==> src/core/stc_pkg.sv <==
// Constants and types for the sync status and time correction block
// Behaviour
// - Status query gets one hex or asterisk reply
// - Asterisk reply while not synchronised
// - Low three bits carry accuracy value N
// - Parity error adds eight to reply
// - Decode two summer-time bits from time code
// - Zero hours offset ignores summer-time bits
// - Offsets -4 to -11 shift local time automatically
// - Switch OFF enables shift, ON inhibits
// - Nine decade switches, three per satellite
// - Digit weights 10, 1.0 and 0.1 ms
// - Apply identified satellite compensation, 100 us steps
// - Drive seek, lock and fine/coarse loop switches
// - Coarse after 3 s, fine after 32 s
// - Loss-of-lock bit after 150 s carrier loss
package stc_pkg;
  // ----------------------------------------------------------------
  // Timing
  // ----------------------------------------------------------------
  localparam longint CLK_HZ       = 64'd25_000_000;
  localparam longint RF_WAIT_S    = 64'd3;
  localparam longint DLOCK_S      = 64'd32;
  localparam longint LOL_S        = 64'd150;
  localparam longint RF_WAIT_CYC  = RF_WAIT_S * CLK_HZ;
  localparam longint DLOCK_CYC    = DLOCK_S * CLK_HZ;
  localparam longint LOL_CYC      = LOL_S * CLK_HZ;
  // ----------------------------------------------------------------
  // Serial characters and codes
  // ----------------------------------------------------------------
  localparam logic [7:0] CH_QUERY   = 8'h53;
  localparam logic [7:0] CH_ASTER   = 8'h2A;
  localparam logic [7:0] CH_DIGIT0  = 8'h30;
  localparam logic [7:0] CH_LETTERA = 8'h37;
  localparam logic [3:0] HEX_TEN    = 4'hA;
  localparam logic [1:0] SUMMER_ON  = 2'h3;
  localparam logic signed [4:0] OFFS_ZERO = 5'sh00;
  localparam logic signed [4:0] OFFS_HI   = 5'sh1C;
  localparam logic signed [4:0] OFFS_LO   = 5'sh15;
  // ----------------------------------------------------------------
  // Register map, byte addresses
  // ----------------------------------------------------------------
  localparam logic [7:0] A_CTRL   = 8'h00;
  localparam logic [7:0] A_STATE  = 8'h04;
  localparam logic [7:0] A_IRQ_ST = 8'h08;
  localparam logic [7:0] A_IRQ_MK = 8'h0C;
  localparam logic [0:0] CTRL_RST = 1'h1;
  localparam int         N_IRQ    = 4;
  localparam logic [1:0] RESP_OK  = 2'h0;
  localparam logic [1:0] RESP_ERR = 2'h2;
  // Loop state, Gray coded along seek, wait, coarse, track
  typedef enum logic [1:0] {
    LP_SEEK   = 2'h0,
    LP_WAIT   = 2'h1,
    LP_COARSE = 2'h3,
    LP_TRACK  = 2'h2
  } stc_loop_type;
endpackage : stc_pkg

==> src/core/stc_tmr_if.sv <==
// Interface between the block and one of its interval timers
interface stc_tmr_if;
  logic        en;
  logic        done;
  logic [31:0] limit;
  modport owner (output en, output limit, input done);
  modport timer (input en, input limit, output done);
endinterface : stc_tmr_if

==> src/core/stc_delay_comp.sv <==
// Propagation delay compensation from the decade switches
module stc_delay_comp (
  input  wire logic        clk,
  input  wire logic        rst_b,
  input  wire logic [35:0] switches,
  input  wire logic [1:0]  sat_id,
  output logic      [9:0]  comp,
  output logic             sat_change
);
  logic [9:0] grp_sum [3];
  logic [1:0] sat_last;

  // One sum per satellite group, digits weighted 100, 10 and 1 steps
  for (genvar g = 0; g < 3; g++) begin : g_grp
    assign grp_sum[g] = 10'(switches[12*g+8 +: 4]) * 10'h64
                      + 10'(switches[12*g+4 +: 4]) * 10'h0A
                      + 10'(switches[12*g   +: 4]);
  end

  assign sat_change = (sat_id != sat_last);

  // Spare code 3 falls back on the spare group as well
  always_ff @(posedge clk or negedge rst_b) begin
    if (!rst_b) begin
      comp     <= 10'h000;
      sat_last <= 2'h0;
    end else begin
      sat_last <= sat_id;
      comp     <= grp_sum[(sat_id > 2'h2) ? 2'h2 : sat_id];
    end
  end

  a_comp_follow: assert property (@(posedge clk) disable iff (!rst_b)
    $stable(switches) && sat_id < 2'h3 |=> comp == $past(grp_sum[sat_id]))
    else $error("compensation does not follow the selected group");
endmodule : stc_delay_comp

==> src/core/stc_timer.sv <==
// Interval timer: done once enable has held for limit cycles
module stc_timer (
  input wire logic  clk,
  input wire logic  rst_b,
  stc_tmr_if.timer  t
);
  logic [31:0] cnt;
  logic [31:0] next_cnt;

  // Saturate at the limit so done stays up while enable holds
  assign next_cnt = !t.en ? 32'h0 : (cnt == t.limit) ? cnt : cnt + 32'h1;
  assign t.done   = t.en && (cnt == t.limit);

  // Counter register
  always_ff @(posedge clk or negedge rst_b) begin
    if (!rst_b) begin
      cnt <= 32'h0;
    end else begin
      cnt <= next_cnt;
    end
  end

  a_timer_done: assert property (@(posedge clk) disable iff (!rst_b)
    t.done |-> $past(t.en)) else $error("timer done without enable");
endmodule : stc_timer

==> src/core/stc_top.sv <==
// Sync status reply, summer time, delay compensation and loop control
//
// The implementer's own choices: the address map and register access over AXI4-Lite.
module stc_top #(
  parameter logic [31:0] RF_WAIT_CYC = 32'(stc_pkg::RF_WAIT_CYC),
  parameter logic [31:0] DLOCK_CYC   = 32'(stc_pkg::DLOCK_CYC),
  parameter logic [31:0] LOL_CYC     = 32'(stc_pkg::LOL_CYC)
) (
  input  wire logic              SYS_CLK,
  input  wire logic              RST_B,
  // AXI4-Lite slave
  input  wire logic [7:0]        S_AXI_AWADDR,
  input  wire logic              S_AXI_AWVALID,
  output logic                   S_AXI_AWREADY,
  input  wire logic [31:0]       S_AXI_WDATA,
  input  wire logic [3:0]        S_AXI_WSTRB,
  input  wire logic              S_AXI_WVALID,
  output logic                   S_AXI_WREADY,
  output logic [1:0]             S_AXI_BRESP,
  output logic                   S_AXI_BVALID,
  input  wire logic              S_AXI_BREADY,
  input  wire logic [7:0]        S_AXI_ARADDR,
  input  wire logic              S_AXI_ARVALID,
  output logic                   S_AXI_ARREADY,
  output logic [31:0]            S_AXI_RDATA,
  output logic [1:0]             S_AXI_RRESP,
  output logic                   S_AXI_RVALID,
  input  wire logic              S_AXI_RREADY,
  output logic                   IRQ,
  // Serial character stream
  input  wire logic [7:0]        RX_CHAR,
  input  wire logic              RX_VALID,
  output logic [7:0]             TX_CHAR,
  output logic                   TX_VALID,
  // Receiver status
  input  wire logic              SYNC_OK,
  input  wire logic [2:0]        ACCURACY,
  input  wire logic              POS_PARITY_ERR,
  input  wire logic [1:0]        SUMMER_BITS,
  input  wire logic signed [4:0] HOURS_OFFSET,
  input  wire logic              SUMMER_SW_ON,
  output logic                   SUMMER_TIME_SHIFT,
  // Delay switches, nibbles: east, west, spare; 10, 1.0, 0.1 ms
  input  wire logic [35:0]       DELAY_SW,
  input  wire logic [1:0]        SAT_ID,
  output logic [9:0]             DELAY_COMP,
  // Data loop
  input  wire logic              RF_LOCK,
  input  wire logic              DATA_LOCK,
  input  wire logic              CARRIER_LOCK,
  input  wire logic              CE4_SLOT,
  output logic                   SEEK_TRACE,
  output logic                   LOCK_FREEZE,
  output logic                   FINE_COARSE1,
  output logic                   FINE_COARSE2,
  output logic                   LOCK_LOST,
  output logic                   TC_LOSS_BIT
);
  // ----------------------------------------------------------------
  // Declarations
  // ----------------------------------------------------------------
  stc_pkg::stc_loop_type state;
  stc_pkg::stc_loop_type next_state;
  stc_tmr_if             rf_t ();
  stc_tmr_if             dl_t ();
  stc_tmr_if             cl_t ();
  localparam int         N_IRQ_W = stc_pkg::N_IRQ;
  logic                  query_en;
  logic [N_IRQ_W-1:0]    irq_st;
  logic [N_IRQ_W-1:0]    irq_mk;
  logic [N_IRQ_W-1:0]    irq_ev;
  logic [N_IRQ_W-1:0]    next_irq_st;
  logic                  query_hit;
  logic [3:0]            code;
  logic [7:0]            next_char;
  logic                  offs_zone;
  logic                  summer_force;
  logic                  sat_change;
  logic                  wr_go;
  logic                  rd_go;
  logic                  wr_ctrl;
  logic                  wr_mask;
  logic                  wr_ok;
  logic                  rd_ok;
  logic                  rd_clear;
  logic [31:0]           rd_word;
  logic                  coarse_entry;
  logic                  lost_set;

  // ----------------------------------------------------------------
  // Status query reply
  // ----------------------------------------------------------------
  // Parity weight sits in bit 3, accuracy in the low bits
  assign query_hit = RX_VALID && query_en && (RX_CHAR == stc_pkg::CH_QUERY);
  assign code      = {POS_PARITY_ERR, ACCURACY};
  assign next_char = !SYNC_OK ? stc_pkg::CH_ASTER
                   : (code < stc_pkg::HEX_TEN)
                     ? stc_pkg::CH_DIGIT0 + 8'(code)
                     : stc_pkg::CH_LETTERA + 8'(code);

  // One character per query, held until the next query
  always_ff @(posedge SYS_CLK or negedge RST_B) begin
    if (!RST_B) begin
      TX_CHAR  <= stc_pkg::CH_ASTER;
      TX_VALID <= 1'b0;
    end else begin
      TX_VALID <= query_hit;
      if (query_hit) begin
        TX_CHAR <= next_char;
      end
    end
  end

  a_reply_once: assert property (@(posedge SYS_CLK) disable iff (!RST_B)
    query_hit |=> TX_VALID ##1 !TX_VALID || $past(query_hit))
    else $error("status reply not a single character");
  a_reply_unsync: assert property (@(posedge SYS_CLK) disable iff (!RST_B)
    query_hit && !SYNC_OK |=> TX_CHAR == stc_pkg::CH_ASTER)
    else $error("unsynchronised reply is not an asterisk");
  a_reply_code: assert property (@(posedge SYS_CLK) disable iff (!RST_B)
    query_hit && SYNC_OK && POS_PARITY_ERR && ACCURACY == 3'h3
    |=> TX_CHAR == 8'h42)
    else $error("accuracy with parity did not give B");

  // ----------------------------------------------------------------
  // Summer time correction
  // ----------------------------------------------------------------
  // Offset zero keeps universal time; west offsets -4..-11 follow
  // the broadcast flag unless the board switch inhibits it
  assign offs_zone = (HOURS_OFFSET <= stc_pkg::OFFS_HI) &&
                     (HOURS_OFFSET >= stc_pkg::OFFS_LO);
  assign summer_force = (SUMMER_BITS == stc_pkg::SUMMER_ON);

  // Registered so the time path sees a clean level
  always_ff @(posedge SYS_CLK or negedge RST_B) begin
    if (!RST_B) begin
      SUMMER_TIME_SHIFT <= 1'b0;
    end else begin
      SUMMER_TIME_SHIFT <= summer_force && offs_zone && !SUMMER_SW_ON;
    end
  end

  a_utc_kept: assert property (@(posedge SYS_CLK) disable iff (!RST_B)
    HOURS_OFFSET == stc_pkg::OFFS_ZERO |=> !SUMMER_TIME_SHIFT)
    else $error("universal time was shifted");
  a_switch_gate: assert property (@(posedge SYS_CLK) disable iff (!RST_B)
    summer_force && offs_zone |=> SUMMER_TIME_SHIFT == !$past(SUMMER_SW_ON))
    else $error("summer time switch sense wrong");

  // ----------------------------------------------------------------
  // Delay compensation
  // ----------------------------------------------------------------
  stc_delay_comp u_comp (
    .clk        (SYS_CLK),
    .rst_b      (RST_B),
    .switches   (DELAY_SW),
    .sat_id     (SAT_ID),
    .comp       (DELAY_COMP),
    .sat_change (sat_change)
  );

  // ----------------------------------------------------------------
  // Data loop control
  // ----------------------------------------------------------------
  // Three interval timers: wait for data lock, hold of data lock,
  // and carrier loss
  assign rf_t.en    = (state == stc_pkg::LP_WAIT) && !DATA_LOCK;
  assign rf_t.limit = RF_WAIT_CYC;
  assign dl_t.en    = (state == stc_pkg::LP_COARSE) && DATA_LOCK;
  assign dl_t.limit = DLOCK_CYC;
  assign cl_t.en    = !CARRIER_LOCK;
  assign cl_t.limit = LOL_CYC;

  stc_timer u_rf_tmr (.clk(SYS_CLK), .rst_b(RST_B), .t(rf_t));
  stc_timer u_dl_tmr (.clk(SYS_CLK), .rst_b(RST_B), .t(dl_t));
  stc_timer u_cl_tmr (.clk(SYS_CLK), .rst_b(RST_B), .t(cl_t));

  // Next loop state; loss of RF lock always returns to seek
  always_comb begin
    next_state = state;
    case (state)
      stc_pkg::LP_SEEK: begin
        if (RF_LOCK) next_state = stc_pkg::LP_WAIT;
      end
      stc_pkg::LP_WAIT: begin
        if (!RF_LOCK) next_state = stc_pkg::LP_SEEK;
        else if (DATA_LOCK) next_state = stc_pkg::LP_TRACK;
        else if (rf_t.done) next_state = stc_pkg::LP_COARSE;
      end
      stc_pkg::LP_COARSE: begin
        if (!RF_LOCK) next_state = stc_pkg::LP_SEEK;
        else if (dl_t.done) next_state = stc_pkg::LP_TRACK;
      end
      stc_pkg::LP_TRACK: begin
        if (!RF_LOCK) next_state = stc_pkg::LP_SEEK;
      end
      default: next_state = stc_pkg::LP_SEEK;
    endcase
  end

  assign coarse_entry = (next_state == stc_pkg::LP_COARSE) &&
                        (state != stc_pkg::LP_COARSE);
  assign lost_set     = cl_t.done && !LOCK_LOST;

  // Switch drive is registered from the next state so all four
  // change on the same edge and never glitch against each other
  always_ff @(posedge SYS_CLK or negedge RST_B) begin
    if (!RST_B) begin
      state        <= stc_pkg::LP_SEEK;
      SEEK_TRACE   <= 1'b1;
      LOCK_FREEZE  <= 1'b1;
      FINE_COARSE1 <= 1'b1;
      FINE_COARSE2 <= 1'b0;
    end else begin
      state        <= next_state;
      SEEK_TRACE   <= (next_state == stc_pkg::LP_SEEK);
      LOCK_FREEZE  <= (next_state != stc_pkg::LP_COARSE);
      FINE_COARSE1 <= (next_state != stc_pkg::LP_COARSE);
      FINE_COARSE2 <= (next_state == stc_pkg::LP_COARSE);
    end
  end

  // Loss-of-lock level, placed in the code at control element 4
  always_ff @(posedge SYS_CLK or negedge RST_B) begin
    if (!RST_B) begin
      LOCK_LOST   <= 1'b0;
      TC_LOSS_BIT <= 1'b0;
    end else begin
      LOCK_LOST   <= cl_t.done;
      TC_LOSS_BIT <= cl_t.done && CE4_SLOT;
    end
  end

  a_coarse_paths: assert property (@(posedge SYS_CLK) disable iff (!RST_B)
    state == stc_pkg::LP_COARSE |-> !LOCK_FREEZE && FINE_COARSE2 && !FINE_COARSE1)
    else $error("coarse path switches wrong");
  a_seek_drive: assert property (@(posedge SYS_CLK) disable iff (!RST_B)
    !RF_LOCK |=> SEEK_TRACE && state == stc_pkg::LP_SEEK)
    else $error("seek not driven without RF lock");
  a_lol_bit: assert property (@(posedge SYS_CLK) disable iff (!RST_B)
    CARRIER_LOCK |=> !LOCK_LOST && !TC_LOSS_BIT)
    else $error("loss of lock shown with carrier present");
  a_fine_restore: assert property (@(posedge SYS_CLK) disable iff (!RST_B)
    state == stc_pkg::LP_COARSE && RF_LOCK && dl_t.done
    |=> state == stc_pkg::LP_TRACK && LOCK_FREEZE && FINE_COARSE1)
    else $error("fine path not restored after data lock");

  // ----------------------------------------------------------------
  // Interrupt status
  // ----------------------------------------------------------------
  // Events: 0 query answered, 1 coarse entered, 2 lock lost,
  // 3 satellite changed; a new event beats the read clear
  assign irq_ev      = {sat_change, lost_set, coarse_entry, query_hit};
  assign next_irq_st = (rd_clear ? '0 : irq_st) | irq_ev;
  assign IRQ         = |(irq_st & irq_mk);

  always_ff @(posedge SYS_CLK or negedge RST_B) begin
    if (!RST_B) begin
      irq_st <= '0;
    end else begin
      irq_st <= next_irq_st;
    end
  end

  // ----------------------------------------------------------------
  // AXI4-Lite slave
  // ----------------------------------------------------------------
  // Address and data are taken together, one write at a time
  assign wr_go   = S_AXI_AWVALID && S_AXI_WVALID && !S_AXI_BVALID;
  assign S_AXI_AWREADY = wr_go;
  assign S_AXI_WREADY  = wr_go;
  assign wr_ctrl = wr_go && S_AXI_WSTRB[0] && (S_AXI_AWADDR == stc_pkg::A_CTRL);
  assign wr_mask = wr_go && S_AXI_WSTRB[0] && (S_AXI_AWADDR == stc_pkg::A_IRQ_MK);
  assign wr_ok   = (S_AXI_AWADDR == stc_pkg::A_CTRL) ||
                   (S_AXI_AWADDR == stc_pkg::A_STATE) ||
                   (S_AXI_AWADDR == stc_pkg::A_IRQ_ST) ||
                   (S_AXI_AWADDR == stc_pkg::A_IRQ_MK);
  assign rd_go   = S_AXI_ARVALID && !S_AXI_RVALID;
  assign S_AXI_ARREADY = rd_go;
  assign rd_clear = rd_go && (S_AXI_ARADDR == stc_pkg::A_IRQ_ST);
  assign rd_ok   = (S_AXI_ARADDR == stc_pkg::A_CTRL) ||
                   (S_AXI_ARADDR == stc_pkg::A_STATE) ||
                   (S_AXI_ARADDR == stc_pkg::A_IRQ_ST) ||
                   (S_AXI_ARADDR == stc_pkg::A_IRQ_MK);
  assign rd_word = (S_AXI_ARADDR == stc_pkg::A_CTRL)   ? {31'h0, query_enable_w()}
                 : (S_AXI_ARADDR == stc_pkg::A_STATE)  ? {16'h0, DELAY_COMP,
                     LOCK_LOST, SUMMER_TIME_SHIFT, SYNC_OK, 1'b0, state}
                 : (S_AXI_ARADDR == stc_pkg::A_IRQ_ST) ? {28'h0, irq_st}
                 : (S_AXI_ARADDR == stc_pkg::A_IRQ_MK) ? {28'h0, irq_mk}
                 : 32'h0;

  function automatic logic query_enable_w();
    return query_en;
  endfunction : query_enable_w

  // Control and mask registers
  always_ff @(posedge SYS_CLK or negedge RST_B) begin
    if (!RST_B) begin
      query_en <= stc_pkg::CTRL_RST[0];
      irq_mk   <= '0;
    end else begin
      if (wr_ctrl) query_en <= S_AXI_WDATA[0];
      if (wr_mask) irq_mk   <= S_AXI_WDATA[N_IRQ_W-1:0];
    end
  end

  // Write response; unmapped offsets answer with a slave error
  always_ff @(posedge SYS_CLK or negedge RST_B) begin
    if (!RST_B) begin
      S_AXI_BVALID <= 1'b0;
      S_AXI_BRESP  <= stc_pkg::RESP_OK;
    end else if (wr_go) begin
      S_AXI_BVALID <= 1'b1;
      S_AXI_BRESP  <= wr_ok ? stc_pkg::RESP_OK : stc_pkg::RESP_ERR;
    end else if (S_AXI_BREADY) begin
      S_AXI_BVALID <= 1'b0;
    end
  end

  // Read data captured on the address handshake
  always_ff @(posedge SYS_CLK or negedge RST_B) begin
    if (!RST_B) begin
      S_AXI_RVALID <= 1'b0;
      S_AXI_RDATA  <= 32'h0;
      S_AXI_RRESP  <= stc_pkg::RESP_OK;
    end else if (rd_go) begin
      S_AXI_RVALID <= 1'b1;
      S_AXI_RDATA  <= rd_word;
      S_AXI_RRESP  <= rd_ok ? stc_pkg::RESP_OK : stc_pkg::RESP_ERR;
    end else if (S_AXI_RREADY) begin
      S_AXI_RVALID <= 1'b0;
    end
  end

  a_irq_sticky: assert property (@(posedge SYS_CLK) disable iff (!RST_B)
    query_hit |=> irq_st[0]) else $error("query event not recorded");
endmodule : stc_top

==> config.mk <==
export PLATFORM = sky130hd
export DESIGN_NAME = stc_top
export DESIGN_NICKNAME = d
export VERILOG_FILES = /design/src/core/stc_pkg.sv /design/src/core/stc_tmr_if.sv /design/src/core/stc_delay_comp.sv /design/src/core/stc_timer.sv /design/src/core/stc_top.sv
export SDC_FILE = /design/constraint.sdc
export NUM_CORES = 1
export LEC_CHECK = 0
export ABC_CLOCK_PERIOD_IN_PS = 3350
export BUFFER_PORTS_ARGS = -buffer_cell sky130_fd_sc_hd__buf_2
export CORE_UTILIZATION = 30
export CTS_BUF_LIST = sky130_fd_sc_hd__clkbuf_16
export DETAILED_ROUTE_END_ITERATION = 12
export GPL_TIMING_DRIVEN = 0
export PLACE_DENSITY = 0.46
export SYNTH_ARGS = -nofsm -noshare
export SYNTH_HDL_FRONTEND = slang
export SYNTH_SLANG_ARGS = --single-unit
==> constraint.sdc <==
create_clock -name SYS_CLK -period 3.35 [get_ports SYS_CLK]
set_input_delay 0.5025 -clock SYS_CLK [delete_from_list [all_inputs] [get_ports SYS_CLK]]
set_output_delay 0.5025 -clock SYS_CLK [all_outputs]
set_load 0.005 [all_outputs]
==> results.py <==
metrics = {
    "synthesis": {
        "yosys_warnings": 0,
        "synth_compound_gate_area_share": 0.0892,
        "post_synth_edffs": 0,
        "area_share_of_xor_xnor_cells_in_the_synthesized_design": 0.0911,
        "synthDistinctLibCells": 62,
        "synth_seq_cells": 153,
        "synth_simple_gate_area_frac": 0.197,
        "combinational_family_with_the_most_area_after_synthesis": "simple AND/OR/NAND/NOR gates",
        "syn-cell-area_um2": 9320,
        "yosys-mux-area-fraction": 0.0251,
        "synth_cells": 963,
        "synth_adder_area_share": 0.134,
        "synth_seq_area_share": 0.411,
        "synth_top_flop_cell": "dfrtp_1",
        "syn_area_per_cell_um2": 9.68,
        "ys_async_sr_fraction": 1.00,
    },
    "grt": {
        "grt_pass1_vias": 7105,
        "grt_max_degree": 89,
        "grt_pass1_wl_um": 36500,
        "grt_antenna_before_repair": 1,
        "global_route.usage.met3": 0.0313,
        "globalRouteTotalUtil": 0.148,
        "met1_track_demand_over_resource": 0.204,
        "global_route.usage.met2": 0.233,
        "grt_remaining_overflow": 0,
        "grt_busiest_layer": "met2",
    },
    "timing": {
        "rsz_0062_raised_after_global_routing": "false",
        "finalCritPeriodShare": 0.932,
        "hold_viol_final": 0,
        "final_period_minus_worst_setup_slack_ns": 3.12,
        "whs_ns": 0.0200,
        "max_slew_margin": 0.488,
        "slew_violations": 0,
        "finClkSkew_ns": 0.0102,
        "worst_pin_slew_ns": 0.763,
        "setup_violations": 0,
        "maxClockFrequency_ghz": 0.320,
        "tns_ns": 0,
    },
    "placed_design": {
        "dp_hpwl_um": 17100,
        "place_inst": 1517,
        "global_placer_s_final_weighted_congestion": 0.766,
        "buffer_ports.inserted": 139,
    },
    "floorplan": {
        "die_width_um": 178,
        "floorplan.io_pins": 191,
        "die_h_um": 178,
        "num_rows": 64,
        "core_region_um2": 30600,
        "floorplan.initialDensity": 0.305,
        "die-area_um2": 31800,
    },
    "finish": {
        "final_net_count": 1354,
        "layout.cells.most_common": "dfrtp_1",
        "synthToLayoutAreaGrowth_pct": 20.5,
        "n_fill_cell": 3109,
        "final_cells": 1550,
        "commonest_non_fill_non_tap_cells_in_the_layout": "dfrtp_1 (147), buf_2 (139), nor2_1 (106)",
        "post_route_cells_drive_above_1_share": 0.194,
    },
    "routing": {
        "firstDrtPassIters": 6,
        "drc": 0,
        "vias_per_cell": 4.67,
        "drt_wl_total_um": 22100,
        "postRouteAntennaNets": 0,
        "avgRoutedWirePerCell_um": 14.3,
        "dr_total_vias": 7244,
        "drt_first_iter_violations": 271,
    },
    "flow_run": {
        "cap_violations": 0,
    },
    "run_status": {
        "result_of_the_run": "finished, final reports clean",
    },
    "power": {
        "power.clock.fraction": 0.412,
        "combPwrFrac": 0.190,
        "intPower_w": 0.00352,
        "power_w": 0.00492,
        "p_leak_nw": 5.14,
        "p_sw_frac": 0.283,
        "p_per_area_nw_per_um2": 437,
        "power_frac_seq": 0.398,
        "power_switching_w": 0.00139,
        "ir_drop_v": 0.000351,
    },
    "cts": {
        "post_cts_hold_buffer_count": 0,
        "cts.htree.levels": 4,
        "clk_path_buf_depth": 2,
        "numCtsBuffers": 17,
        "cts_num_sinks": 153,
        "ctsRootBufferMaster": "clkbuf_16",
        "tritoncts_clock_tree": "done",
        "clk_latency_ns": 0.43,
        "clk_pin_slew_worst_paths_ns": 0.07,
    },
    "critical_path": {
        "r2r-start": "u_cl_tmr.cnt[0]",
        "criticalPathCategory": "in2reg",
        "worst-endpoint-arrival_ns": 3.42,
        "worstRegToRegCells": 7,
        "worstPathRequired_ns": 3.64,
        "critical_path.startpoint_type": "input port",
        "setup.worst_path.end_class": "flip-flop",
        "rr_endpoint": "u_cl_tmr.cnt[28]",
        "crit_path_max_fanout": 5,
        "crit_path_end": "u_comp.comp[9]",
        "worst-r2r-setup-slack_ns": 0.89,
        "crit_path_start": "DELAY_SW[29]",
    },
    "hold_path": {
        "hold_path.class": "in2async",
    },
}
critical path, cell delays in order:
cell       delay, ns
buf_2           0.12
ha_1            0.29
ha_1            0.23
fa_1            0.38
xor2_1          0.16
ha_1            0.29
ha_1            0.37
nand3_1         0.11
nor2_1          0.05
a2111oi_2       0.44
o2bb2ai_1       0.18
xnor2_1         0.17
mux2i_1         0.11
flip-flops by register name, indices dropped and copies added, names as in the netlist, 2 cells and up:
name and cells:
state 2, TX_CHAR 7, u_comp.comp 10, irq_mk 4
u_dl_tmr.cnt 32, u_cl_tmr.cnt 32, irq_st 4, u_comp.sat_last 2
S_AXI_RDATA 16, u_rf_tmr.cnt 32
layout make-up:
class | count | area (µm²) | area share
Clock buffer | 17 | 425 | 0.0379
Timing Repair Buffer | 140 | 733 | 0.0652
Sequential cell | 153 | 3840 | 0.341
Buffer | 45 | 270 | 0.0240
Antenna cell | 1 | 2.50 | 0.000223
Multi-Input combinational cell | 728 | 5080 | 0.452
Clock inverter | 15 | 185 | 0.0165
Inverter | 55 | 206 | 0.0184
Tap cell | 396 | 495 | 0.0441
worst min-delay path by stage:
stage	start	to
2_1_floorplan	RST_B	FINE_COARSE2
3_3_place_gp	TX_CHAR[5]	TX_CHAR[5]
3_5_place_dp	TX_CHAR[5]	TX_CHAR[5]
4_1_cts	RST_B	u_rf_tmr.cnt[21]
5_1_grt	RST_B	u_rf_tmr.cnt[21]
6_report	RST_B	u_rf_tmr.cnt[21]
kinds of logic (layout without fill, tap and decap cells):
logic type	count (synthesis)	count (layout)
AO/OA/AOI/OAI	138	138
flip-flops	153	153
adder cells (fa/ha/maj)	91	91
XOR/XNOR	97	97
other	1	20
buffers and inverters	100	272
multiplexers	21	21
AND/OR/NAND/NOR	362	362
cell usage after synthesis (13+ instances only):
library cell	instances	area [µm²]
nor4_1	13	81.3
dfrtp_1	147	3680
nand3_1	54	270
inv_1	55	206
xnor2_1	46	403
a22o_1	13	114
nor3_1	22	110
a21oi_1	47	235
nand2_1	62	233
fa_1	15	300
xor2_1	51	447
clkbuf_1	20	75.1
buf_4	22	165
nor2_1	106	398
ha_1	76	951
or3_1	22	138
o21ai_0	45	225
nand4_1	21	131
per-layer routing:
layer  up-vias  wire (µm)  part of all wire
met5         -          0                 0
met2       117       9970              0.45
met4         0        180            0.0081
met3        14        887             0.040
met1      3431      11100              0.50
li1       3682          -                 -
what timing repair did:
item / CTS / global route
setup endpoints to repair: 0 / 1
gates resized for setup: 0 / 1
buffers inserted: 0 / 0
per-stage QoR:
stage	worst slack, ns	util	area (µm²)
detailed placement	-0.355	0.347	10600
global placement	-0.806	0.346	10600
finish	0.226	0.367	11200
global route	0.0576	0.367	11200
CTS	0.0972	0.367	11200
floorplan	0.0710	-	9390
power by group through the flow:
stage	Combinational, W	Clock, W	Sequential (W)
finish	0.000934	0.00203	0.00195
global route	0.00108	0.00216	0.00196
CTS	0.000957	0.00209	0.00195
detailed placement	0.000949	0	0.00199
global placement	0.000941	0	0.00199
floorplan	0.000609	0	0.00198
No activity file was read; power rests on OpenSTA's default activity.
